===== config.mk =====
export PLATFORM = sky130hd
export DESIGN_NAME = video_timestamp_capture
export DESIGN_NICKNAME = d
export VERILOG_FILES = /design/src/stamp_pkg.sv /design/src/video_timestamp_capture.sv
export SDC_FILE = /design/constraint.sdc
export NUM_CORES = 1
export LEC_CHECK = 0
export BUFFER_PORTS_ARGS = -buffer_cell sky130_fd_sc_hd__buf_4
export CAP_MARGIN = 20
export CORE_MARGIN = 1.5
export CORE_UTILIZATION = 45
export CTS_CLUSTER_SIZE = 12
export DETAILED_ROUTE_END_ITERATION = 16
export SYNTH_ARGS = -nofsm -noshare
export SYNTH_HDL_FRONTEND = slang
export SYNTH_SLANG_ARGS = --single-unit

===== constraint.sdc =====
create_clock -name clk -period 4.38 [get_ports clk]
set_input_delay 0.438 -clock clk [delete_from_list [all_inputs] [get_ports clk]]
set_output_delay 0.438 -clock clk [all_outputs]
set_load 0.01 [all_outputs]

===== src/stamp_pkg.sv =====
// Constants, register indices and field layout of the video timestamp capture unit
package stamp_pkg;

  // ==========================================================================
  // Clock and tick periods
  localparam int unsigned CLK_PERIOD_NS = 8;
  localparam int unsigned TICK0_NS      = 40;
  localparam int unsigned TICK1_NS      = 80;
  localparam int unsigned TICK2_NS      = 160;
  localparam int unsigned TICK3_NS      = 1000;
  localparam int unsigned TICK0_CYC     = TICK0_NS / CLK_PERIOD_NS;
  localparam int unsigned TICK1_CYC     = TICK1_NS / CLK_PERIOD_NS;
  localparam int unsigned TICK2_CYC     = TICK2_NS / CLK_PERIOD_NS;
  localparam int unsigned TICK3_CYC     = TICK3_NS / CLK_PERIOD_NS;
  localparam int unsigned DIV_W         = 7;

  // ==========================================================================
  // Register indices (byte address is four times the index)
  localparam logic [7:0] IDX_CONFIG    = 8'h25;
  localparam logic [7:0] IDX_CONTROL   = 8'h26;
  localparam logic [7:0] IDX_LINE_HIGH = 8'h27;
  localparam logic [7:0] IDX_LINE_LOW  = 8'h28;
  localparam logic [7:0] IDX_STATE     = 8'h29;
  localparam logic [7:0] IDX_P0_HIGH   = 8'h2a;
  localparam logic [7:0] IDX_P0_LOW    = 8'h2b;
  localparam logic [7:0] IDX_P1_HIGH   = 8'h2c;
  localparam logic [7:0] IDX_P1_LOW    = 8'h2d;
  localparam logic [7:0] IDX_RSVD_FIRST = 8'h2e;
  localparam logic [7:0] IDX_RSVD_LAST  = 8'h32;
  localparam logic [7:0] IDX_IRQ_STATE = 8'h38;
  localparam logic [7:0] IDX_IRQ_MASK  = 8'h39;

  // ==========================================================================
  // Field positions and writable masks
  localparam int unsigned CFG_EVENT_BIT  = 0;
  localparam int unsigned CFG_FREE_BIT   = 1;
  localparam int unsigned CFG_EARLY_BIT  = 3;
  localparam int unsigned CFG_TICK_LSB   = 4;
  localparam int unsigned CFG_EDGE_BIT   = 6;
  localparam int unsigned CTL_HOLD_BIT   = 4;
  localparam int unsigned STATE_RDY_BIT  = 4;
  localparam logic [7:0]  CFG_WMASK      = 8'h7b;
  localparam logic [7:0]  CTL_WMASK      = 8'h13;
  localparam logic [7:0]  RESET_BYTE     = 8'h00;

  // Interrupt bits: port 0 capture, port 1 capture, stamps ready
  localparam int unsigned IRQ_W          = 3;
  localparam int unsigned IRQ_READY_BIT  = 2;
  localparam logic [IRQ_W-1:0] IRQ_WMASK = 3'h7;

  typedef enum logic [1:0] {TICK_40NS, TICK_80NS, TICK_160NS, TICK_1US} tick_sel_t;

endpackage : stamp_pkg


===== src/video_timestamp_capture.sv =====
// Video timestamp capture unit with APB register bank and interrupt
//
// Local design decision: register access over APB.
`timescale 1ns/1ns

module video_timestamp_capture
  import stamp_pkg::*;
#(
  parameter int unsigned ADDR_W = 12,
  parameter int unsigned PORTS  = 2,
  parameter int unsigned STAMP_W = 16
) (
  // Clock and reset
  input  wire logic              clk,
  input  wire logic              resetn,
  // APB slave
  input  wire logic              psel,
  input  wire logic              penable,
  input  wire logic              pwrite,
  input  wire logic [ADDR_W-1:0] paddr,
  input  wire logic [31:0]       pwdata,
  output logic      [31:0]       prdata,
  output logic                   pready,
  output logic                   pslverr,
  // Video timing
  input  wire logic              frameStrobe,
  input  wire logic [PORTS-1:0]  rxFrameStart,
  input  wire logic [PORTS-1:0]  rxLineStart,
  // Interrupt
  output logic                   irq
);

  // ==========================================================================
  // State
  typedef struct packed {
    logic [7:0]                    stampConfig;
    logic [7:0]                    stampControl;
    logic [7:0]                    targetLineUpper;
    logic [7:0]                    targetLineLower;
    logic [PORTS-1:0][STAMP_W-1:0] stamp;
    logic [PORTS-1:0][STAMP_W-1:0] lineCount;
    logic [PORTS-1:0]              armed;
    logic [PORTS-1:0]              stampValid;
    logic                          stampsReady;
    logic                          readyPending;
    logic [STAMP_W-1:0]            counter;
    logic [DIV_W-1:0]              divider;
    logic                          strobePrev;
    logic [IRQ_W-1:0]              irqState;
    logic [IRQ_W-1:0]              irqMask;
    logic [31:0]                   readData;
  } state_t;

  state_t state_q;
  state_t state_d;

  logic [7:0]               regIndex;
  logic                     setupPhase;
  logic                     writeAccess;
  logic                     strobeEdge;
  logic                     tick;
  logic [DIV_W-1:0]         tickLast;
  logic [STAMP_W-1:0]       targetLine;
  logic [PORTS-1:0]         enables;
  logic [PORTS-1:0]         capture;
  logic [PORTS-1:0]         atTarget;
  logic                     holdOn;
  logic                     holdSet;
  logic                     holdRelease;
  logic                     allValid;
  logic [IRQ_W-1:0]         irqEvents;
  logic [STAMP_W-1:0]       nextLine [PORTS];

  // ==========================================================================
  // Decode and derived control
  assign regIndex    = paddr[9:2];
  assign setupPhase  = psel && !penable;
  assign writeAccess = psel && penable && pwrite;
  assign targetLine  = {state_q.targetLineUpper, state_q.targetLineLower};
  assign enables     = state_q.stampControl[PORTS-1:0];
  assign holdOn      = state_q.stampControl[CTL_HOLD_BIT];
  assign holdSet     = writeAccess && (regIndex == IDX_CONTROL) && pwdata[CTL_HOLD_BIT];
  assign holdRelease = writeAccess && (regIndex == IDX_CONTROL) && holdOn
                       && !pwdata[CTL_HOLD_BIT];

  // Active strobe edge by polarity bit
  assign strobeEdge = state_q.stampConfig[CFG_EDGE_BIT] ?
                      (state_q.strobePrev && !frameStrobe) :
                      (!state_q.strobePrev && frameStrobe);

  // Tick period by resolution code
  always_comb begin
    case (tick_sel_t'(state_q.stampConfig[CFG_TICK_LSB +: 2]))
      TICK_40NS:  tickLast = DIV_W'(TICK0_CYC - 1);
      TICK_80NS:  tickLast = DIV_W'(TICK1_CYC - 1);
      TICK_160NS: tickLast = DIV_W'(TICK2_CYC - 1);
      default:    tickLast = DIV_W'(TICK3_CYC - 1);
    endcase
  end
  assign tick = (state_q.divider >= tickLast);

  // Per-port capture decision
  always_comb begin
    for (int i = 0; i < PORTS; i++) begin
      nextLine[i] = state_q.lineCount[i] + 16'h0001;
      atTarget[i] = rxLineStart[i] && (nextLine[i] == targetLine);
      if (!state_q.stampConfig[CFG_EVENT_BIT]) begin
        capture[i] = enables[i] && !holdOn && atTarget[i];
      end else if (state_q.stampConfig[CFG_FREE_BIT]) begin
        capture[i] = enables[i] && !holdOn && rxFrameStart[i] && state_q.armed[i];
      end else begin
        capture[i] = enables[i] && !holdOn && rxFrameStart[i];
      end
    end
  end

  // ==========================================================================
  // Next state
  always_comb begin
    state_d = state_q;
    state_d.strobePrev = frameStrobe;

    // Counter: resolution divider, strobe sync in frame-sync mode
    if (!state_q.stampConfig[CFG_FREE_BIT] && strobeEdge) begin
      state_d.counter = '0;
      state_d.divider = '0;
    end else if (tick) begin
      state_d.counter = state_q.counter + 16'h0001;
      state_d.divider = '0;
    end else begin
      state_d.divider = state_q.divider + 7'h01;
    end

    // Line tracking, arming and capture
    for (int i = 0; i < PORTS; i++) begin
      if (rxFrameStart[i]) begin
        state_d.lineCount[i] = '0;
        state_d.armed[i] = 1'b0;
      end else if (rxLineStart[i]) begin
        state_d.lineCount[i] = nextLine[i];
        if (atTarget[i]) begin
          state_d.armed[i] = 1'b1;
        end
      end
      if (capture[i]) begin
        state_d.stamp[i] = state_q.counter;
        state_d.stampValid[i] = 1'b1;
      end
    end

    // Ready flag
    allValid = (enables != '0) && ((state_d.stampValid & enables) == enables);
    if (holdSet || holdOn) begin
      state_d.stampsReady = 1'b0;
      state_d.readyPending = 1'b0;
    end else if (allValid && (state_q.stampConfig[CFG_EARLY_BIT]
                 || state_q.stampConfig[CFG_FREE_BIT])) begin
      state_d.stampsReady = 1'b1;
    end else if (allValid) begin
      state_d.readyPending = 1'b1;
      if (state_q.readyPending && strobeEdge) begin
        state_d.stampsReady = 1'b1;
      end
    end
    if (holdRelease) begin
      state_d.stampValid = '0;
      state_d.readyPending = 1'b0;
    end

    // Register writes
    if (writeAccess) begin
      if (regIndex == IDX_CONFIG) begin
        state_d.stampConfig = pwdata[7:0] & CFG_WMASK;
      end else if (regIndex == IDX_CONTROL) begin
        state_d.stampControl = pwdata[7:0] & CTL_WMASK;
      end else if (regIndex == IDX_LINE_HIGH) begin
        state_d.targetLineUpper = pwdata[7:0];
      end else if (regIndex == IDX_LINE_LOW) begin
        state_d.targetLineLower = pwdata[7:0];
      end else if (regIndex == IDX_IRQ_MASK) begin
        state_d.irqMask = pwdata[IRQ_W-1:0] & IRQ_WMASK;
      end
    end

    // Interrupt status: clear by writing one, a new event wins
    irqEvents = {state_d.stampsReady && !state_q.stampsReady, capture};
    if (writeAccess && (regIndex == IDX_IRQ_STATE)) begin
      state_d.irqState = state_q.irqState & ~pwdata[IRQ_W-1:0];
    end
    state_d.irqState = state_d.irqState | irqEvents;

    // Read data captured in the setup phase
    if (setupPhase && !pwrite) begin
      state_d.readData = '0;
      if (regIndex == IDX_CONFIG) begin
        state_d.readData[7:0] = state_q.stampConfig;
      end else if (regIndex == IDX_CONTROL) begin
        state_d.readData[7:0] = state_q.stampControl;
      end else if (regIndex == IDX_LINE_HIGH) begin
        state_d.readData[7:0] = state_q.targetLineUpper;
      end else if (regIndex == IDX_LINE_LOW) begin
        state_d.readData[7:0] = state_q.targetLineLower;
      end else if (regIndex == IDX_STATE) begin
        state_d.readData[STATE_RDY_BIT] = state_q.stampsReady;
        state_d.readData[PORTS-1:0] = state_q.stampValid;
      end else if (regIndex == IDX_P0_HIGH) begin
        state_d.readData[7:0] = state_q.stamp[0][15:8];
      end else if (regIndex == IDX_P0_LOW) begin
        state_d.readData[7:0] = state_q.stamp[0][7:0];
      end else if (regIndex == IDX_P1_HIGH) begin
        state_d.readData[7:0] = state_q.stamp[1][15:8];
      end else if (regIndex == IDX_P1_LOW) begin
        state_d.readData[7:0] = state_q.stamp[1][7:0];
      end else if (regIndex == IDX_IRQ_STATE) begin
        state_d.readData[IRQ_W-1:0] = state_q.irqState;
      end else if (regIndex == IDX_IRQ_MASK) begin
        state_d.readData[IRQ_W-1:0] = state_q.irqMask;
      end else begin
        state_d.readData = '0;
      end
    end
  end

  // ==========================================================================
  // Registers
  always_ff @(posedge clk or negedge resetn) begin
    if (!resetn) begin
      state_q <= '0;
    end else begin
      state_q <= state_d;
    end
  end

  // ==========================================================================
  // Outputs
  assign prdata  = state_q.readData;
  assign pready  = 1'b1;
  assign pslverr = 1'b0;
  assign irq     = |(state_q.irqState & state_q.irqMask);
endmodule : video_timestamp_capture


==> qor.csv <==
stage,metric,value,unit
outcome,status,completed,
logic_synthesis,yosysMostFrequentCell,dfrtp_1,
logic_synthesis,synth_edf_count,0,
worst_setup_path,critPathKind,reg -> reg,
logic_synthesis,netlist-cell-type-count,64,
floorplanning,start_util,46.5,%
worst_setup_path,crit_start,state_q[84]$_DFFE_PN0P_,
place,port_buffers,34,
worst_setup_path,worst_setup_path_end_kind,register,
timing,worst_pin_slew,0.964,ns
logic_synthesis,synth_cells,814,
timing,setup_viol,0,
place,dp.cells,1020,
worst_setup_path,crit_slowest_cell,or4_1,
floorplanning,core-area,0.0168,mm²
pwr,peakVddDrop,389,µV
clock_tree,clock_tree.buffer_depth,2,
clock_tree,post-cts-setup-buffers,0,
finish,drive_above_1_share,14.7,%
finish,num-nets-final,887,
timing,setup-tns-final,0,ns
finish,stdcell_count,1052,
route,via_count,6031,
timing,fin_skew,0.00944,ns
timing,max_clock_freq,288,MHz
logic_synthesis,syn_area_per_cell,9.58,µm²
logic_synthesis,synth_simple_gate_area_share,18.3,%
worst_setup_path,path_max_fanout,11,
logic_synthesis,yosys-top-cells-area,"dfrtp_1, mux2_2, xnor2_1, nor2_1, buf_4",
logic_synthesis,synthFlopType,dfrtp_1,
global_routing,antenna_found_initial,0,
clock_tree,worstSkewPairLatency,0.43,ns
worst_setup_path,cp.required,4.68,ns
finish,num-fill-cells,1550,
worst_setup_path,critical-path-max-stage-delay,0.52,ns
route,dr.pass1.iters,5,
worst_setup_path,cp_num_buf_inv,1,
floorplanning,rows,47,
logic_synthesis,synth-xor-area-share,7.98,%
place,dp_worst_setup_slack,0.931,ns
logic_synthesis,ys_warn_count,0,
place,routabilityCongestion,0.870,
pwr,leakagePower,3.89,nW
worst_setup_path,critical-path-top-delay-family,simple AND/OR/NAND/NOR gates,
floorplanning,die_h,135,µm
worst_setup_path,r2r_start,state_q[84]$_DFFE_PN0P_,
floorplanning,die_w,135,µm
timing,setup_ws,0.911,ns
logic_synthesis,synth_top_area_share,42.7,%
clock_tree,htree_levels,4,
logic_synthesis,synth-seq-cells,133,
clock_tree,clock-root-buffer,clkbuf_16,
finish,insertedDiodeCount,0,
hold_path,holdCritPathClass,in -> async,
timing,rsz0062_at_grt,false,
floorplanning,ios,89,
logic_synthesis,synth_top_area_cell,dfrtp_1,
logic_synthesis,synth_fa_ha_area_share,2.25,%
place,hpwl,13.7,mm
global_routing,grt_pass1_vias,5944,
clock_tree,cts_hold_buf,0,
worst_setup_path,r2r_cells,10,
pwr,powerDensity,373,mW/mm²
floorplanning,dieArea,0.0181,mm²
timing,hold_violations,0,
route,drtIter0Drc,463,
worst_setup_path,worstPathCellList,"ha_1, nand3_2, or3_1, and3_1, or4_1, a211o_1, nor4_4, o21ai_2, buf_8, mux2_1",
timing,fin_crit,3.47,ns
logic_synthesis,synth-async-reset-ratio,100,%
clock_tree,cts_tree,yes,
route,vias_per_cell,5.73,
logic_synthesis,synth_common_cells,"dfrtp_1, nor2_1, nand2_1",
timing,worst_hold_slack,0.0871,ns
worst_setup_path,r2r_end,state_q[119]$_DFFE_PN0P_,
pwr,p_total,3.26,mW
logic_synthesis,muxShareOfSynthArea,10.9,%
clock_tree,clk_pin_slew,0.06,ns
clock_tree,cts_buffers,17,
route,wl,19.0,mm
finish,area_growth_syn_to_layout,11.8,%
global_routing,grt_overflow,0,
worst_setup_path,reg2reg_slack,0.91,ns
global_routing,grt_first_pass_wirelength,31.0,mm
timing,drv_slew,0,
logic_synthesis,synth_compound_area_share,11.3,%
timing,period_share,79.2,%
timing,max_slew_margin,35.3,%
worst_setup_path,crit_arrival,3.77,ns
global_routing,track_usage,22.1,%
route,routedWlPerCell,18.1,µm
clock_tree,clkSinkCount,133,
clock_tree,cts_resized,0,
logic_synthesis,synth_top_family_by_area,simple AND/OR/NAND/NOR gates,
route,postRouteAntennaNets,0,
logic_synthesis,seq_area_frac_synth,42.7,%
logic_synthesis,syn_area,0.00779,mm²
run,maxCapViolCount,0,
global_routing,grt_max_degree,91,
worst_setup_path,startpoint_type,register,
route,drcViolationCount,0,
==> state kept, by name, indices dropped and copies added (netlist names) <==
| register | count |
|---|---|
| state_q | 122 |
| prdata | 8 |
| enables | 2 |
| holdOn | 1 |
==> cells by family after synthesis <==
| kind of cell | Yosys count |
|---|---|
| simple gates | 284 |
| flops | 133 |
| xor+xnor | 71 |
| other cells | 2 |
| compound gates | 140 |
| fa+ha+maj | 14 |
| buf+inv | 96 |
| mux | 74 |
==> report_power, final <==
group / internal, mW / switching, mW / total, mW
logic: 0.0998 / 0.174 / 0.274
clock network: 1.11 / 0.554 / 1.67
registers: 1.27 / 0.0473 / 1.31
total: 2.48 / 0.775 / 3.26
==> per-layer routing <==
layer / vias up / part of all wire, % / global-route usage [%]
li1: 2847 / - / -
met4: 0 / 2.4 / 7.65
met3: 38 / 5.0 / 5.63
met1: 2980 / 44 / 27.9
met2: 166 / 49 / 36.8
met5: - / 0 / 0
==> stage by stage <==
stage               area (µm²)  util (%)
CTS                       8720      52.0
global route              8720      52.0
detailed placement        8030      47.9
finish                    8720      52.0
global placement          8010      47.8
floorplan                 7890         -
==> cell usage in the layout (no fill, tap or decap), drive strengths merged, types with 4 or more instances in the layout <==
master  netlist  final
a21o          5      5
a21oi        42     42
a22oi         8      8
a31oi         5      5
and2          5      5
and3         13     13
buf          45     38
bufinv        0      6
clkbuf       31     20
conb          2     26
dfrtp       133    133
ha           14     14
inv          20     21
mux2         62     62
mux2i        12     12
nand2        65     65
nand2b        4      4
nand3        25     25
nand4        21     21
nor2         74     74
nor2b         7      7
nor3         21     21
nor3b         6      6
nor4          8      8
o21ai        42     42
o311ai        5      5
o31ai         4      4
or3          20     20
or4           7      7
xnor2        44     44
xor2         27     27
==> layout make-up <==
cell class	instances	area (µm²)	area share, %
Clock buffer	20	467	5.35
Sequential cell	133	3330	38.2
Timing Repair Buffer	38	297	3.40
Inverter	20	75.1	0.861
Multi-Input combinational cell	609	4050	46.5
Clock inverter	12	223	2.55
Tap cell	220	275	3.16
==> worst max path at each step <==
| stage | endpoint | slack [ns] | depth (start not counted) |
|---|---|---|---|
| 6_report | state_q[119]$_DFFE_PN0P_ | 0.91 | 10 |
| 5_1_grt | state_q[100]$_DFFE_PN0P_ | 0.71 | 9 |
| 4_1_cts | state_q[101]$_DFFE_PN0P_ | 0.90 | 9 |
| 3_5_place_dp | state_q[101]$_DFFE_PN0P_ | 0.93 | 9 |
| 3_3_place_gp | state_q[121]$_DFFE_PN0P_ | 0.96 | 9 |
| 2_1_floorplan | state_q[124]$_DFFE_PN0P_ | 1.38 | 10 |
Note: power is estimated with default switching activity, not from simulation.
